## src/hdl/lcd_vt_pkg.sv

```systemverilog
// Purpose: constants and carriers for the lcd vertical timing and output block
// Assumes: one 50 MHz clock, synchronous active-high reset
// Notes: register offsets are byte addresses on the plain register port
// Function
// - 4-bit writable rgb pin arrangement, resets zero
// - dither enable bit, resets one, readable
// - three 3-bit per-color output line counts
// - zero line count means eight lines
// - code 01 swaps after current line
// - code 10 swaps after current frame
// - swap field reads zero only when safe
// - 12-bit sync phase b lines, resets ten
// - 12-bit sync phase a lines, resets zero
// - 12-bit active lines per frame, resets 0x110
// - 12-bit line offset before active, resets 0xc
// - 12-bit total lines per frame, resets 0x124
// - rotation never alters touch transform
// - pixel clock divides main clock; zero stops
// - 12-bit line total cycles, resets 0x224
package lcd_vt_pkg;

  // ----------------------------------------------------------------
  // register offsets
  // ----------------------------------------------------------------
  localparam logic [7:0] LINE_TOTAL_OFS = 8'h2c;
  localparam logic [7:0] FRAME_TOTAL_OFS = 8'h40;
  localparam logic [7:0] FRAME_OFFSET_OFS = 8'h44;
  localparam logic [7:0] FRAME_ACTIVE_OFS = 8'h48;
  localparam logic [7:0] VSYNC_A_OFS = 8'h4c;
  localparam logic [7:0] VSYNC_B_OFS = 8'h50;
  localparam logic [7:0] SWAP_OFS = 8'h54;
  localparam logic [7:0] ROTATE_OFS = 8'h58;
  localparam logic [7:0] COLOR_LINES_OFS = 8'h5c;
  localparam logic [7:0] DITHER_OFS = 8'h60;
  localparam logic [7:0] ARRANGE_OFS = 8'h64;
  localparam logic [7:0] PCLK_DIV_OFS = 8'h70;

  // ----------------------------------------------------------------
  // reset values
  // ----------------------------------------------------------------
  localparam logic [11:0] LINE_TOTAL_RST = 12'h224;
  localparam logic [11:0] FRAME_TOTAL_RST = 12'h124;
  localparam logic [11:0] FRAME_OFFSET_RST = 12'h00c;
  localparam logic [11:0] FRAME_ACTIVE_RST = 12'h110;
  localparam logic [11:0] VSYNC_A_RST = 12'h000;
  localparam logic [11:0] VSYNC_B_RST = 12'h00a;
  localparam logic [8:0] COLOR_LINES_RST = 9'h000;
  localparam logic DITHER_RST = 1'h1;
  localparam logic [3:0] ARRANGE_RST = 4'h0;
  localparam logic [7:0] PCLK_DIV_RST = 8'h00;
  localparam logic [2:0] ROTATE_RST = 3'h0;

  // ----------------------------------------------------------------
  // field positions and codes
  // ----------------------------------------------------------------
  localparam int RED_LSB = 6;
  localparam int GREEN_LSB = 3;
  localparam int BLUE_LSB = 0;
  localparam logic [1:0] SWAP_LINE = 2'h1;
  localparam logic [1:0] SWAP_FRAME = 2'h2;

  // swap request state
  typedef enum logic [1:0] {SWAP_IDLE, SWAP_WAIT_LINE, SWAP_WAIT_FRAME} swap_e;

  // timing settings carried to the line counter
  typedef struct packed {
    logic [11:0] frame_total;
    logic [11:0] frame_offset;
    logic [11:0] frame_active;
    logic [11:0] vsync_a;
    logic [11:0] vsync_b;
  } vert_cfg_s;

  // rgb pixel triple
  typedef struct packed {
    logic [7:0] r;
    logic [7:0] g;
    logic [7:0] b;
  } rgb_s;

endpackage

```

## src/hdl/pclk_divider.sv

```systemverilog
// Purpose: one-cycle pixel clock enable pulse from main clock
// Assumes: divider value taken live; zero stops the pulse
// Notes: the pulse replaces a real second clock
`timescale 1ns/1ps
module pclk_divider #(
  parameter int DIV_W = 8
) (
  // clock and reset
  input wire logic ref_clk_i,
  input wire logic rst_i,
  // control
  input wire logic [DIV_W-1:0] div_i,
  // enable out
  output logic pix_en_o
);

  logic [DIV_W-1:0] cnt_q;
  logic [DIV_W-1:0] cnt_d;
  wire wrap = (cnt_q >= div_i - 1'b1);

  // counter restarts when divider changes below it
  assign cnt_d = wrap ? '0 : cnt_q + 1'b1;

  // divide main clock, zero divider stops output
  always_ff @(posedge ref_clk_i) begin
    if (rst_i) begin
      cnt_q <= '0;
      pix_en_o <= 1'b0;
    end else begin
      cnt_q <= (div_i == '0) ? '0 : cnt_d;
      pix_en_o <= (div_i != '0) && wrap;
    end
  end
endmodule

```

## src/hdl/color_conditioner.sv

```systemverilog
// Purpose: per-color truncation, dither and pin arrangement
// Assumes: fed one pixel per pixel enable
// Notes: arrangement codes above 5 fall back to plain order
`timescale 1ns/1ps
module color_conditioner (
  // clock and reset
  input wire logic ref_clk_i,
  input wire logic rst_i,
  // control
  input wire logic en_i,
  input wire logic dither_i,
  input wire logic [8:0] lines_i,
  input wire logic [3:0] arrange_i,
  input wire logic [1:0] pos_i,
  // data
  input wire lcd_vt_pkg::rgb_s pix_i,
  output lcd_vt_pkg::rgb_s pix_o
);

  // zero count means full eight lines
  function automatic logic [7:0] trim(input logic [7:0] v, input logic [2:0] n,
                                      input logic dith, input logic [1:0] pos);
    logic [3:0] bits;
    logic [7:0] mask;
    logic [8:0] sum;
    bits = (n == 3'h0) ? 4'h8 : {1'b0, n};
    mask = 8'hff << (4'h8 - bits);
    sum = {1'b0, v};
    // ordered 2x2 offset below the kept lsb, saturating
    if (dith && bits != 4'h8) begin
      sum = {1'b0, v} + 9'(({6'h00, pos} << (4'h8 - bits)) >> 2);
    end
    if (sum[8]) begin
      sum = 9'h0ff;
    end
    trim = sum[7:0] & mask;
  endfunction

  lcd_vt_pkg::rgb_s cut;
  lcd_vt_pkg::rgb_s arr;

  // per-color line counts and dithering
  assign cut.r = trim(pix_i.r, lines_i[lcd_vt_pkg::RED_LSB +: 3], dither_i, pos_i);
  assign cut.g = trim(pix_i.g, lines_i[lcd_vt_pkg::GREEN_LSB +: 3], dither_i, pos_i);
  assign cut.b = trim(pix_i.b, lines_i[lcd_vt_pkg::BLUE_LSB +: 3], dither_i, pos_i);

  // pin arrangement selects color order
  always_comb begin
    case (arrange_i)
      4'h1: arr = '{r: cut.r, g: cut.b, b: cut.g};
      4'h2: arr = '{r: cut.g, g: cut.r, b: cut.b};
      4'h3: arr = '{r: cut.g, g: cut.b, b: cut.r};
      4'h4: arr = '{r: cut.b, g: cut.r, b: cut.g};
      4'h5: arr = '{r: cut.b, g: cut.g, b: cut.r};
      default: arr = cut;
    endcase
  end

  // registered pixel output
  always_ff @(posedge ref_clk_i) begin
    if (rst_i) begin
      pix_o <= '0;
    end else if (en_i) begin
      pix_o <= arr;
    end
  end

endmodule

```

## src/hdl/lcd_vert_timing.sv

```systemverilog
// Purpose: register file, line and frame counters, swap handshake, rgb out
// Assumes: plain register port, read data one cycle after read strobe
// Notes: pixel source is an input; blanked outside active region
//
// Design decision made here: strobed register access.
`timescale 1ns/1ps
module lcd_vert_timing #(
  parameter int CNT_W = 12,
  parameter int DIV_W = 8
) (
  // clock and reset
  input wire logic ref_clk_i,
  input wire logic rst_i,
  // register port
  input wire logic [7:0] addr_i,
  input wire logic [31:0] wdata_i,
  input wire logic wr_i,
  input wire logic rd_i,
  output logic [31:0] rdata_o,
  // pixel source
  input wire lcd_vt_pkg::rgb_s pix_i,
  // panel
  output logic pix_en_o,
  output logic vert_sync_phase_a_o,
  output logic vert_sync_phase_b_o,
  output logic line_active_o,
  output logic frame_start_o,
  output lcd_vt_pkg::rgb_s rgb_o,
  // rendering side
  output logic list_swap_o,
  output logic [2:0] screen_rotation_setting_o
);

  // ----------------------------------------------------------------
  // registers
  // ----------------------------------------------------------------
  logic [CNT_W-1:0] line_total_cycles_q;
  lcd_vt_pkg::vert_cfg_s cfg_q;
  logic [8:0] color_line_counts_q;
  logic output_dither_enable_q;
  logic [3:0] rgb_pin_arrangement_q;
  logic [DIV_W-1:0] pclk_div_q;
  logic [2:0] screen_rotation_setting_q;
  logic [31:0] rdata_q;

  // decode strobes
  wire wr_line = wr_i && addr_i == lcd_vt_pkg::LINE_TOTAL_OFS;
  wire wr_total = wr_i && addr_i == lcd_vt_pkg::FRAME_TOTAL_OFS;
  wire wr_offset = wr_i && addr_i == lcd_vt_pkg::FRAME_OFFSET_OFS;
  wire wr_active = wr_i && addr_i == lcd_vt_pkg::FRAME_ACTIVE_OFS;
  wire wr_va = wr_i && addr_i == lcd_vt_pkg::VSYNC_A_OFS;
  wire wr_vb = wr_i && addr_i == lcd_vt_pkg::VSYNC_B_OFS;
  wire wr_swap = wr_i && addr_i == lcd_vt_pkg::SWAP_OFS;
  wire wr_rot = wr_i && addr_i == lcd_vt_pkg::ROTATE_OFS;
  wire wr_lines = wr_i && addr_i == lcd_vt_pkg::COLOR_LINES_OFS;
  wire wr_dith = wr_i && addr_i == lcd_vt_pkg::DITHER_OFS;
  wire wr_arr = wr_i && addr_i == lcd_vt_pkg::ARRANGE_OFS;
  wire wr_div = wr_i && addr_i == lcd_vt_pkg::PCLK_DIV_OFS;

  // setting registers, one write each
  always_ff @(posedge ref_clk_i) begin
    if (rst_i) begin
      line_total_cycles_q <= lcd_vt_pkg::LINE_TOTAL_RST;
      cfg_q.frame_total <= lcd_vt_pkg::FRAME_TOTAL_RST;
      cfg_q.frame_offset <= lcd_vt_pkg::FRAME_OFFSET_RST;
      cfg_q.frame_active <= lcd_vt_pkg::FRAME_ACTIVE_RST;
      cfg_q.vsync_a <= lcd_vt_pkg::VSYNC_A_RST;
      cfg_q.vsync_b <= lcd_vt_pkg::VSYNC_B_RST;
      color_line_counts_q <= lcd_vt_pkg::COLOR_LINES_RST;
      output_dither_enable_q <= lcd_vt_pkg::DITHER_RST;
      rgb_pin_arrangement_q <= lcd_vt_pkg::ARRANGE_RST;
      pclk_div_q <= lcd_vt_pkg::PCLK_DIV_RST;
      screen_rotation_setting_q <= lcd_vt_pkg::ROTATE_RST;
    end else begin
      if (wr_line) line_total_cycles_q <= wdata_i[11:0];
      if (wr_total) cfg_q.frame_total <= wdata_i[11:0];
      if (wr_offset) cfg_q.frame_offset <= wdata_i[11:0];
      if (wr_active) cfg_q.frame_active <= wdata_i[11:0];
      if (wr_va) cfg_q.vsync_a <= wdata_i[11:0];
      if (wr_vb) cfg_q.vsync_b <= wdata_i[11:0];
      if (wr_lines) color_line_counts_q <= wdata_i[8:0];
      if (wr_dith) output_dither_enable_q <= wdata_i[0];
      if (wr_arr) rgb_pin_arrangement_q <= wdata_i[3:0];
      if (wr_div) pclk_div_q <= wdata_i[7:0];
      if (wr_rot) screen_rotation_setting_q <= wdata_i[2:0];
    end
  end

  // rotation reaches only the display path, no touch transform here
  assign screen_rotation_setting_o = screen_rotation_setting_q;

  // ----------------------------------------------------------------
  // pixel enable and horizontal counter
  // ----------------------------------------------------------------
  pclk_divider #(.DIV_W(DIV_W)) u_div (
    .ref_clk_i(ref_clk_i),
    .rst_i(rst_i),
    .div_i(pclk_div_q),
    .pix_en_o(pix_en_o)
  );

  logic [CNT_W-1:0] hcnt_q;
  logic [CNT_W-1:0] vcnt_q;
  wire line_end = pix_en_o && (hcnt_q >= line_total_cycles_q - 1'b1);
  wire frame_end = line_end && (vcnt_q >= cfg_q.frame_total - 1'b1);

  // line counter advances per line, wraps at frame total
  always_ff @(posedge ref_clk_i) begin
    if (rst_i) begin
      hcnt_q <= '0;
      vcnt_q <= '0;
    end else if (pix_en_o) begin
      hcnt_q <= line_end ? '0 : hcnt_q + 1'b1;
      if (frame_end) begin
        vcnt_q <= '0;
      end else if (line_end) begin
        vcnt_q <= vcnt_q + 1'b1;
      end
    end
  end

  // ----------------------------------------------------------------
  // vertical regions, all compared against the line counter
  // ----------------------------------------------------------------
  wire [CNT_W:0] act_end = {1'b0, cfg_q.frame_offset} + {2'b00, cfg_q.frame_active[10:0]};
  assign vert_sync_phase_a_o = vcnt_q < cfg_q.vsync_a;
  assign vert_sync_phase_b_o = vcnt_q < cfg_q.vsync_b;
  // only 0..2047 active lines are meaningful, top bit ignored
  assign line_active_o = (vcnt_q >= cfg_q.frame_offset) &&
                         ({1'b0, vcnt_q} < act_end);
  assign frame_start_o = pix_en_o && vcnt_q == '0 && hcnt_q == '0;

  // ----------------------------------------------------------------
  // display list swap handshake
  // ----------------------------------------------------------------
  lcd_vt_pkg::swap_e swap_q;
  lcd_vt_pkg::swap_e swap_d;
  logic [1:0] swap_code_q;
  wire swap_done = (swap_q == lcd_vt_pkg::SWAP_WAIT_LINE && line_end) ||
                   (swap_q == lcd_vt_pkg::SWAP_WAIT_FRAME && frame_end);

  // illegal codes 00 and 11 are left to the host and ignored
  always_comb begin
    swap_d = swap_q;
    case (swap_q)
      lcd_vt_pkg::SWAP_IDLE: begin
        if (wr_swap && wdata_i[1:0] == lcd_vt_pkg::SWAP_LINE) begin
          swap_d = lcd_vt_pkg::SWAP_WAIT_LINE;
        end else if (wr_swap && wdata_i[1:0] == lcd_vt_pkg::SWAP_FRAME) begin
          swap_d = lcd_vt_pkg::SWAP_WAIT_FRAME;
        end
      end
      lcd_vt_pkg::SWAP_WAIT_LINE: begin
        if (line_end) swap_d = lcd_vt_pkg::SWAP_IDLE;
      end
      lcd_vt_pkg::SWAP_WAIT_FRAME: begin
        if (frame_end) swap_d = lcd_vt_pkg::SWAP_IDLE;
      end
      default: swap_d = lcd_vt_pkg::SWAP_IDLE;
    endcase
  end

  // pending code held until the swap happens
  always_ff @(posedge ref_clk_i) begin
    if (rst_i) begin
      swap_q <= lcd_vt_pkg::SWAP_IDLE;
      swap_code_q <= 2'h0;
      list_swap_o <= 1'b0;
    end else begin
      swap_q <= swap_d;
      swap_code_q <= (swap_d == lcd_vt_pkg::SWAP_IDLE) ? 2'h0 :
                     (swap_d == lcd_vt_pkg::SWAP_WAIT_LINE) ? lcd_vt_pkg::SWAP_LINE :
                     lcd_vt_pkg::SWAP_FRAME;
      list_swap_o <= swap_done;
    end
  end

  // ----------------------------------------------------------------
  // pixel output path
  // ----------------------------------------------------------------
  lcd_vt_pkg::rgb_s src;
  assign src = line_active_o ? pix_i : '0;

  color_conditioner u_color (
    .ref_clk_i(ref_clk_i),
    .rst_i(rst_i),
    .en_i(pix_en_o),
    .dither_i(output_dither_enable_q),
    .lines_i(color_line_counts_q),
    .arrange_i(rgb_pin_arrangement_q),
    .pos_i({vcnt_q[0], hcnt_q[0]}),
    .pix_i(src),
    .pix_o(rgb_o)
  );

  // ----------------------------------------------------------------
  // read mux, data in the cycle after the strobe
  // ----------------------------------------------------------------
  logic [31:0] rd_mux;
  always_comb begin
    case (addr_i)
      lcd_vt_pkg::LINE_TOTAL_OFS: rd_mux = {20'h00000, line_total_cycles_q};
      lcd_vt_pkg::FRAME_TOTAL_OFS: rd_mux = {20'h00000, cfg_q.frame_total};
      lcd_vt_pkg::FRAME_OFFSET_OFS: rd_mux = {20'h00000, cfg_q.frame_offset};
      lcd_vt_pkg::FRAME_ACTIVE_OFS: rd_mux = {20'h00000, cfg_q.frame_active};
      lcd_vt_pkg::VSYNC_A_OFS: rd_mux = {20'h00000, cfg_q.vsync_a};
      lcd_vt_pkg::VSYNC_B_OFS: rd_mux = {20'h00000, cfg_q.vsync_b};
      lcd_vt_pkg::SWAP_OFS: rd_mux = {30'h00000000, swap_code_q};
      lcd_vt_pkg::ROTATE_OFS: rd_mux = {29'h00000000, screen_rotation_setting_q};
      lcd_vt_pkg::COLOR_LINES_OFS: rd_mux = {23'h000000, color_line_counts_q};
      lcd_vt_pkg::DITHER_OFS: rd_mux = {31'h00000000, output_dither_enable_q};
      lcd_vt_pkg::ARRANGE_OFS: rd_mux = {28'h0000000, rgb_pin_arrangement_q};
      lcd_vt_pkg::PCLK_DIV_OFS: rd_mux = {24'h000000, pclk_div_q};
      default: rd_mux = 32'h00000000;
    endcase
  end

  // read data stands one cycle only
  always_ff @(posedge ref_clk_i) begin
    if (rst_i) begin
      rdata_q <= 32'h00000000;
    end else begin
      rdata_q <= rd_i ? rd_mux : 32'h00000000;
    end
  end
  assign rdata_o = rdata_q;
endmodule

```

## config.mk

```make
export PLATFORM = sky130hd
export DESIGN_NAME = lcd_vert_timing
export DESIGN_NICKNAME = d
export VERILOG_FILES = /design/src/hdl/lcd_vt_pkg.sv /design/src/hdl/pclk_divider.sv /design/src/hdl/color_conditioner.sv /design/src/hdl/lcd_vert_timing.sv
export SDC_FILE = /design/constraint.sdc
export NUM_CORES = 1
export LEC_CHECK = 0
export ABC_CLOCK_PERIOD_IN_PS = 7700
export BUFFER_PORTS_ARGS = -buffer_cell sky130_fd_sc_hd__buf_4
export CAP_MARGIN = 0
export CORE_ASPECT_RATIO = 0.8
export CORE_UTILIZATION = 47
export CTS_CLUSTER_SIZE = 30
export DETAILED_ROUTE_END_ITERATION = 10
export GPL_TIMING_DRIVEN = 0
export PLACE_DENSITY = 0.64
export SKIP_CTS_REPAIR_TIMING = 1
export SYNTH_ARGS = -nofsm -noshare
export SYNTH_HDL_FRONTEND = slang
export SYNTH_HIERARCHICAL = 1
export SYNTH_SLANG_ARGS = --single-unit
```

## constraint.sdc

```tcl
create_clock -name ref_clk_i -period 7.7 [get_ports ref_clk_i]
set_input_delay 0.77 -clock ref_clk_i [delete_from_list [all_inputs] [get_ports ref_clk_i]]
set_output_delay 0.77 -clock ref_clk_i [all_outputs]
set_load 0.1 [all_outputs]
```

* After elaboration in Yosys (flattened, before gate mapping)
Index checks and enable logic that the tools add are counted.
Widths: inputs -> output; s select.
** Storage, ports and cells
- Input port bits :: 68
- Register bits :: 191
- Logic and storage cells :: 138
- Output and inout bits :: 65
** Operators by class
- Eq/ne operators :: 25
- Bitwise gates (word level) :: 4
- Order comparisons :: 7
- Add/sub/neg operators :: 13
- Shift operators :: 6
- Mux-type cells :: 21
- Reductions and logical operators :: 40
** Operators with widths (count)
- $pmux 12 s12 :: 1
- $pmux 24 s5 :: 1
- $eq 8x7->1 const B :: 11
- $ge 12x12->1 :: 3
- $mux 12 :: 3
- $add 8x7->9 :: 3
- $mux 9 :: 3
- $shl 2x4->9 :: 3
- $logic_and 1x1->1 :: 25
- $add 12x1->12 const B :: 2
- $and 8x8->8 :: 3
- $logic_not 12->1 :: 2
- $lt 12x12->1 :: 2
- $mux 24 :: 1
- $mux 8 :: 3
- $shl 8x4->8 const A :: 3
- $sub 12x1->12 const B :: 2
- $add 12x11->13 :: 1
- $lt 12x13->1 :: 1
- $mux 4 :: 3
- $ne 4x4->1 const B :: 3
- $sub 4x4->4 const A :: 3
- $mux 2 :: 5
- $logic_not 3->1 :: 3
- other kinds (19) :: 26

* Logic depth before layout (Yosys ltp)
Gate-level depths: netlist (run 1).
- Depth after elaboration :: 9
- Mapped depth :: 23

* Cells and area by module
The synthesis (run 1) kept the hierarchy.
** Modules (own cells, without submodules)
- lcd_vert_timing :: area an instance 8700.8 um^2, times used 1, cells an instance 1104, sequential area each 2762.6 um^2
- color_conditioner :: area an instance 3340.7 um^2, times used 1, cells an instance 466, sequential area each 480.5 um^2
- pclk_divider :: area an instance 679.4 um^2, times used 1, cells an instance 74, sequential area each 180.2 um^2

* Least setup slack after synthesis (run 1)
OpenSTA, ideal clock, no wires.
- Kind :: register to register
- From :: reg cfg_q[30] in the netlist's numbering
- To :: reg u_color/pix_o[6] in the netlist's numbering
- Path slack :: 2.007 ns
- Stages on the path, launching flop included :: 22
- Data arrival time :: 5.571 ns
- Period minus slack after synthesis :: 5.693 ns
- Cell sequence :: dfxtp_1 -> ha_1 -> or3_1 -> o32ai_1 -> o21bai_1 -> a21oi_1 -> xnor2_1 -> ha_1 -> a21oi_1 -> o31ai_1 -> a31oi_1 -> o21ai_0 -> a22oi_1 -> clkbuf_1 -> and2_1 -> ha_1 -> a211o_1 -> a2111o_1 -> a41oi_2 -> and3_4 -> nor4b_2 -> a311o_1
** RTL lines
- from (decl) :: line lcd_vert_timing.sv:38 : lcd_vt_pkg::vert_cfg_s cfg_q;
- to (signal assigned) :: line color_conditioner.sv:64 : pix_o <= arr;
- to (decl) :: line color_conditioner.sv:17 : output lcd_vt_pkg::rgb_s pix_o

==> metrics, run 1 <==
status finished, final reports clean; Setup TNS 0 ns; DR vias 12809; Routed met3 length between 3000 and 4000 um; Fin. Hold Viols 0; initial core utilization 0.481; remaining antenna violation count 0; Cell Pwr Density 137 nW/um^2; core box area approximately 26000 um^2; DRT iter0 DRCs around 1300; dominant synthesized flop cell dfxtp_1; worst reg-to-reg path cell count 23; GR Overflow Total 0; clk buf depth 2; headroom to the max-slew limit 0.197; FF-to-FF setup slack 1.01 ns; WL met2 ~19000 um; clk_skew 0.0124 ns; Setup crit start kind register; total CTS buffers 17; Clock Tree Root clkbuf_16; Post-Syn Area ~13000 um^2; final slew viol count 0; Die ar. 27700 um^2; final setup fails 0; Period minus WS final roughly 6.7 ns; top sig layer met4; Die X roughly 190 um; Synth Register Bits between 150 and 200; Hold Crit Depth 2; synth warn 6; RSZ-0062 raised after global routing no; ys async rst share 0; worst hold start cfg_q[15]; Final Cycle Share 0.869; GPL Wtd Cong between 0.9 and 1; Site Rows 53; routed length per instance roughly 21 um; fill cell count around 2500; Clock Latency Late Sink roughly 0.45 ns; CP Class register to register; initial antenna violation count 1; Setup WS post-layout between 1 and 1.5 ns; Synth Instances between 1500 and 2000; Reg2Reg Capture Point u_color/pix_o[9]; Fmax about 150 MHz; DRT Pass-1 Iters 6; share of layout cells above drive strength 1 0.115; leakage power a little under 6 nW; min-delay worst type register to register; final wirelength ~44000 um; CTS HTree Levels 4; EDFF count, synth 0; Max VDD drop between 0.15 and 0.2 mV; layout net count 1965; Setup crit end kind register; first-pass GRT wire length roughly 66000 um; worst-margin pin slew 1.19 ns; CTS tree built; DRC 0; number of global-route vias before repair between 10000 and 15000; most frequent cell after synthesis nand2_1; RR Startpoint cfg_q[25]; Synth area leader dfxtp_1; Hold Crit Endpoint cfg_q[15]; Syn-to-layout area delta 14.1%; antenna diode count 0; Reg clk slew, reported paths around 0.07 ns; pre-CTS setup slack around 1.1 ns; share of the synthesized area in the top cell type 0.269; post-DP HPWL around 34000 um; Die Height 149 um; average instance area after synthesis between 7 and 8 um^2; worst-path fanout max 10; GRT Total Usage 0.317; Synth area leaders dfxtp_1 (27%), ha_1 (12%), nand2_1 (6.9%); WL met1 between 20000 and 25000 um; Worst Path Arrival around 7 ns; maxcap violations 0; Seq/Total Area, Yosys 0.269; Critical Path RT between 8 and 9 ns; clock sink count approximately 170; IO buf count 85; IO Count 133; vias per inst between 5 and 6; largest net degree at the start of global routing 17; Synth top cells by count nand2_1 (235), dfxtp_1 (171), nor2_1 (145); Yosys cell types slightly below 100
## cell families (layout without fill, tap and decap cells)
| logic type | after synthesis | after routing | share of synthesized area |
|---|---|---|---|
| simple gates | 671 | 671 | 0.257 |
| compound gates | 399 | 399 | 0.211 |
| buf+inv | 183 | 300 | 0.0687 |
| flops | 171 | 171 | 0.269 |
| fa+ha+maj | 130 | 130 | 0.130 |
| xor+xnor | 62 | 62 | 0.0427 |
| mux | 27 | 27 | 0.0214 |
| other cells | 1 | 20 | 0.000295 |
## how the worst max path moves through the flow
stage              start           endpoint  slack [ns]  cells after the start
2_1_floorplan  cfg_q[30]   u_color/pix_o[6]        2.01                     21
3_3_place_gp   cfg_q[25]   u_color/pix_o[9]        1.23                     23
3_5_place_dp   cfg_q[25]   u_color/pix_o[9]        1.10                     23
4_1_cts        cfg_q[25]   u_color/pix_o[9]        1.07                     23
5_1_grt        cfg_q[25]  u_color/pix_o[17]        0.32                     23
6_report       cfg_q[25]   u_color/pix_o[9]        1.01                     23
## metrics by stage
step           hold slack, ns  utilization  power, W  std cells  area [um^2]
5_1_grt                 0.488        0.549   0.00203       2137        14500
3_5_place_dp            0.450        0.524   0.00105       2105        13900
2_1_floorplan           0.436            -  0.000998       1663        12800
4_1_cts                 0.460        0.549   0.00199       2137        14500
6_report                0.463        0.549   0.00199       2137        14500
3_3_place_gp            0.445        0.524   0.00105       2105        13900
## power breakdown
part | internal [W] | total [W] | switching (W) | leakage [nW]
clock | 0.000541 | 0.000956 | 0.000415 | 0.314
sequential | 0.000884 | 0.000885 | 0.00000113 | 1.38
combinational | 0.0000351 | 0.000145 | 0.000110 | 4.19
## layer usage
metal  track usage  vias to the layer above
met4        0.0881                        0
met3        0.0574                       72
li1              -                     6118
met2         0.474                      567
met1         0.462                     6052
met5             0                        -
## sequential cells by signal, indices dropped and copies added (netlist names)
name	cells
vcnt_q	12
rdata_o	12
color_line_counts_q	9
output_dither_enable_q	1
screen_rotation_setting_o	3
list_swap_o	1
swap_q	2
swap_code_q	2
u_div/pix_en_o	1
rgb_pin_arrangement_q	4
u_color/pix_o	24
cfg_q	60
u_div/cnt_q	8
hcnt_q	12
line_total_cycles_q	12
pclk_div_q	8
## cells in the final DEF, fill, tap and decap left out, types with 23 or more instances in the layout
cell	netlist	routed
a21o_1	25	25
buf_4	24	109
clkbuf_1	52	53
a211oi_1	26	26
nor3_1	29	29
a31oi_1	24	24
dfxtp_1	171	171
xor2_1	23	23
o21ai_0	47	47
nand2_1	235	235
nand3_1	93	93
mux2i_1	25	25
and2_1	29	29
xnor2_1	39	39
nor2_1	145	145
inv_1	87	87
a21oi_1	131	131
ha_1	126	126
## final cells by class
type                    count  area (um^2)  share of cell area
flip-flops and latches    171         3420               0.236
clock inverters            12          180              0.0124
clock buffers              20          457              0.0315
multi-input cells        1309         8500               0.585
plain buffers              95          543              0.0374
inverters                  88          330              0.0228
well taps                 357          447              0.0308
repair buffers             85          638              0.0440
## critical path: stages, from the launching register on
cell and delay (ns):
dfxtp_1 0.43, ha_1 0.26, a21oi_1 0.16, o21ai_0 0.20, o32ai_1 0.57, o21bai_1 0.13, a21oi_1 0.20, xnor2_1 0.14
ha_1 0.27, a21oi_1 0.14, o31ai_1 0.08, a31oi_1 0.19, o21ai_0 0.14, a22oi_1 0.84, clkbuf_1 0.32, and2_1 0.22
ha_1 0.22, fa_1 0.25, nand3_1 0.14, a21oi_1 0.32, o2111ai_1 0.32, a311oi_1 0.58, a221oi_1 0.22, a211oi_1 0.26
No activity file was read; power rests on OpenSTA's default activity.
==> inputs of run 2 (changes only) <==
ABC_CLOCK_PERIOD_IN_PS = 6400   (was 7700)
clock period = 6.4 ns   (was 7.7 ns; I/O delays follow)
==> run 2 against run 1 <==
Utilization up 0.39 points. Final cell count up 0.19%. Clock skew fell by 0.00063 ns. Final area is 0.71% higher. Maximum frequency increased by 12%. Combinational power increased by 21%.
==> metrics, run 2 (synthesis gave the netlist of run 1 again) <==
DRC 0 (unchanged); Syn-to-layout area delta 14.9%; DRT iter0 DRCs 1336 (+4.2%); GR Overflow Total 0 (unchanged); worst-margin pin slew 1.21 ns (+0.0202 ns); initial antenna violation count 1 (unchanged); Clock Latency Late Sink 0.45 ns (about the same); FF-to-FF setup slack 0.43 ns (-0.58 ns); Worst Setup SP cfg_q[36]; Period minus WS final 5.97 ns (-0.722 ns); Critical Path RT 6.73 ns (-1.33 ns); Combinational Power Share 0.073 (about the same); DRT Pass-1 Iters 6 (unchanged); worst hold start cfg_q[15]; core box area 26500 um^2 (unchanged); worst-path fanout max 10 (unchanged); RR Startpoint cfg_q[36]; final slew viol count 0 (unchanged); Fin. Hold Viols 0 (unchanged); CTS HTree Levels 4 (unchanged); slowest CP cell fa_1; Reg clk slew, reported paths 0.07 ns (about the same); Clock power frac 0.480 (about the same); most common cell after layout, fill and taps aside nand2_1; largest net degree at the start of global routing 17 (unchanged); min-delay worst type register to register; worst reg-to-reg path cell count 24 (+4.3%); Crit path depth 24 (+4.3%); status finished, final reports clean; Die Height 149 um (unchanged); Worst Path Arrival 6.30 ns (-0.75 ns); clk buf depth 2 (unchanged); CP Class register to register; Setup crit end kind register; leakage power 5.91 nW (+0.48%); commonest cells after routing, fill and taps aside nand2_1 (235), dfxtp_1 (171), nor2_1 (145); remaining antenna violation count 0 (unchanged); first-pass GRT wire length 66100 um (unchanged); Die X 186 um (unchanged); Critical path buffers and inverters 2 (+1); Largest regs cfg_q (60), u_color/pix_o (24); crit path to u_color/pix_o[6]; Int Pwr 0.00176 W (+20%); Cell Pwr Density 163 nW/um^2 (+19%); vias per inst 6.00 (+0.12%); number of global-route vias before repair 11355 (unchanged); share of layout cells above drive strength 1 0.122 (+0.00759); maxcap violations 0 (unchanged); Site Rows 53 (unchanged); DR vias 12849 (+0.31%); CTS tree built; clock sink count 171 (unchanged); cell breakdown of the critical path ha_1 -> fa_1 -> a211o_1 -> a21oi_1 -> nor2_1 -> a21oi_1 -> xor2_1 -> ha_1 -> o21ai_0 -> o31ai_1 -> a31oi_1 -> o21ai_1 -> a22oi_2 -> buf_4 -> clkbuf_1 -> and2_1 -> ha_1 -> fa_1 -> a211o_1 -> a2111o_1 -> a41oi_2 -> and3_4 -> nor4b_2 -> a311o_1; Clock Tree Root clkbuf_16; GRT Total Usage 0.317 (unchanged); routed length per instance 20.5 um (+0.13%); Placement Cell Area 13900 um^2 (unchanged); most used cell along the critical path ha_1; largest reg by FF count cfg_q; Max VDD drop 0.201 mV (+20%); antenna diode count 0 (unchanged); Final Cycle Share 0.932 (+0.0637); Reg2Reg Capture Point u_color/pix_o[6]; Sw Ratio 0.264 (-0.00108); IO buf count 85 (unchanged); total CTS buffers 17 (unchanged); initial core utilization 0.481 (unchanged); Die ar. 27700 um^2 (unchanged); Largest register FFs 60 (unchanged); Psw 0.000630 W (+20%); headroom to the max-slew limit 0.184 (-0.0136); slowest stage delay, CP 0.43 ns (-0.41 ns); final setup fails 0 (unchanged); RSZ-0062 raised after global routing no; Final Cell Area 14600 um^2 (+0.71%); layout net count 1969 (+0.20%); post-DP HPWL 33700 um (unchanged); Setup crit start kind register; IO Count 133 (unchanged); clk_skew 0.0118 ns (-0.000627 ns); GPL Wtd Cong 0.977 (unchanged); final wirelength 44000 um (+0.32%); worst hold slack 0.464 ns (+0.000538 ns); Seq pwr share 0.446 (about the same); critical path's top delay family compound AO/OA/AOI/OAI gates; Fmax 168 MHz (+12%)
## run 2: metrics by stage
stage,worst slack (ns),cells,power [W],util,setup TNS (ns)
after floorplan,0.707,1663,0.00120,-,0
after global placement,-0.0746,2105,0.00126,0.524,-0.161
after detailed placement,-0.198,2105,0.00126,0.524,-1.04
after CTS,-0.227,2137,0.00239,0.549,-1.43
after global routing,0.00386,2141,0.00244,0.552,0
final,0.432,2141,0.00239,0.552,0
## run 2: worst min path at each step
stage           endpoint  slack (ns)  cells past startpoint
6_report       cfg_q[15]        0.46                      2
3_3_place_gp   cfg_q[23]        0.45                      2
5_1_grt        cfg_q[15]        0.49                      2
2_1_floorplan  cfg_q[35]        0.44                      2
4_1_cts        cfg_q[15]        0.46                      2
3_5_place_dp   cfg_q[15]        0.45                      2
## run 2: worst register-to-register path, stage by stage, from the launching register on
cell and delay [ns]:
dfxtp_1 0.39, ha_1 0.26, fa_1 0.43, a211o_1 0.30, a21oi_1 0.22, nor2_1 0.08, a21oi_1 0.17, xor2_1 0.09
ha_1 0.29, o21ai_0 0.08, o31ai_1 0.21, a31oi_1 0.09, o21ai_1 0.21, a22oi_2 0.14, buf_4 0.17, clkbuf_1 0.24
and2_1 0.26, ha_1 0.25, fa_1 0.43, a211o_1 0.35, a2111o_1 0.41, a41oi_2 0.21, and3_4 0.24, nor4b_2 0.06
a311o_1 0.28
## run 2: routing by layer
layer	track usage	wire length, um	up-vias
met5	0	0	-
met4	0.0881	869	0
met3	0.0574	4000	55
met2	0.474	19000	560
met1	0.462	20100	6117
li1	-	-	6117
## run 2: layout make-up
cell class | count | area, um^2
Clock inverter | 12 | 180
Multi-Input combinational cell | 1309 | 8560
Timing Repair Buffer | 89 | 681
Sequential cell | 171 | 3420
Clock buffer | 20 | 457
Tap cell | 357 | 447
Fill cell | 2537 | 11800
Buffer | 95 | 543
Inverter | 88 | 330
## run 2: power by group through the flow
| stage | Sequential, W | Combinational [W] | Clock [W] |
|---|---|---|---|
| floorplan | 0.00109 | 0.000111 | 0 |
| global placement | 0.00109 | 0.000169 | 0 |
| detailed placement | 0.00109 | 0.000170 | 0 |
| CTS | 0.00107 | 0.000171 | 0.00116 |
| global route | 0.00107 | 0.000180 | 0.00119 |
| finish | 0.00107 | 0.000175 | 0.00115 |
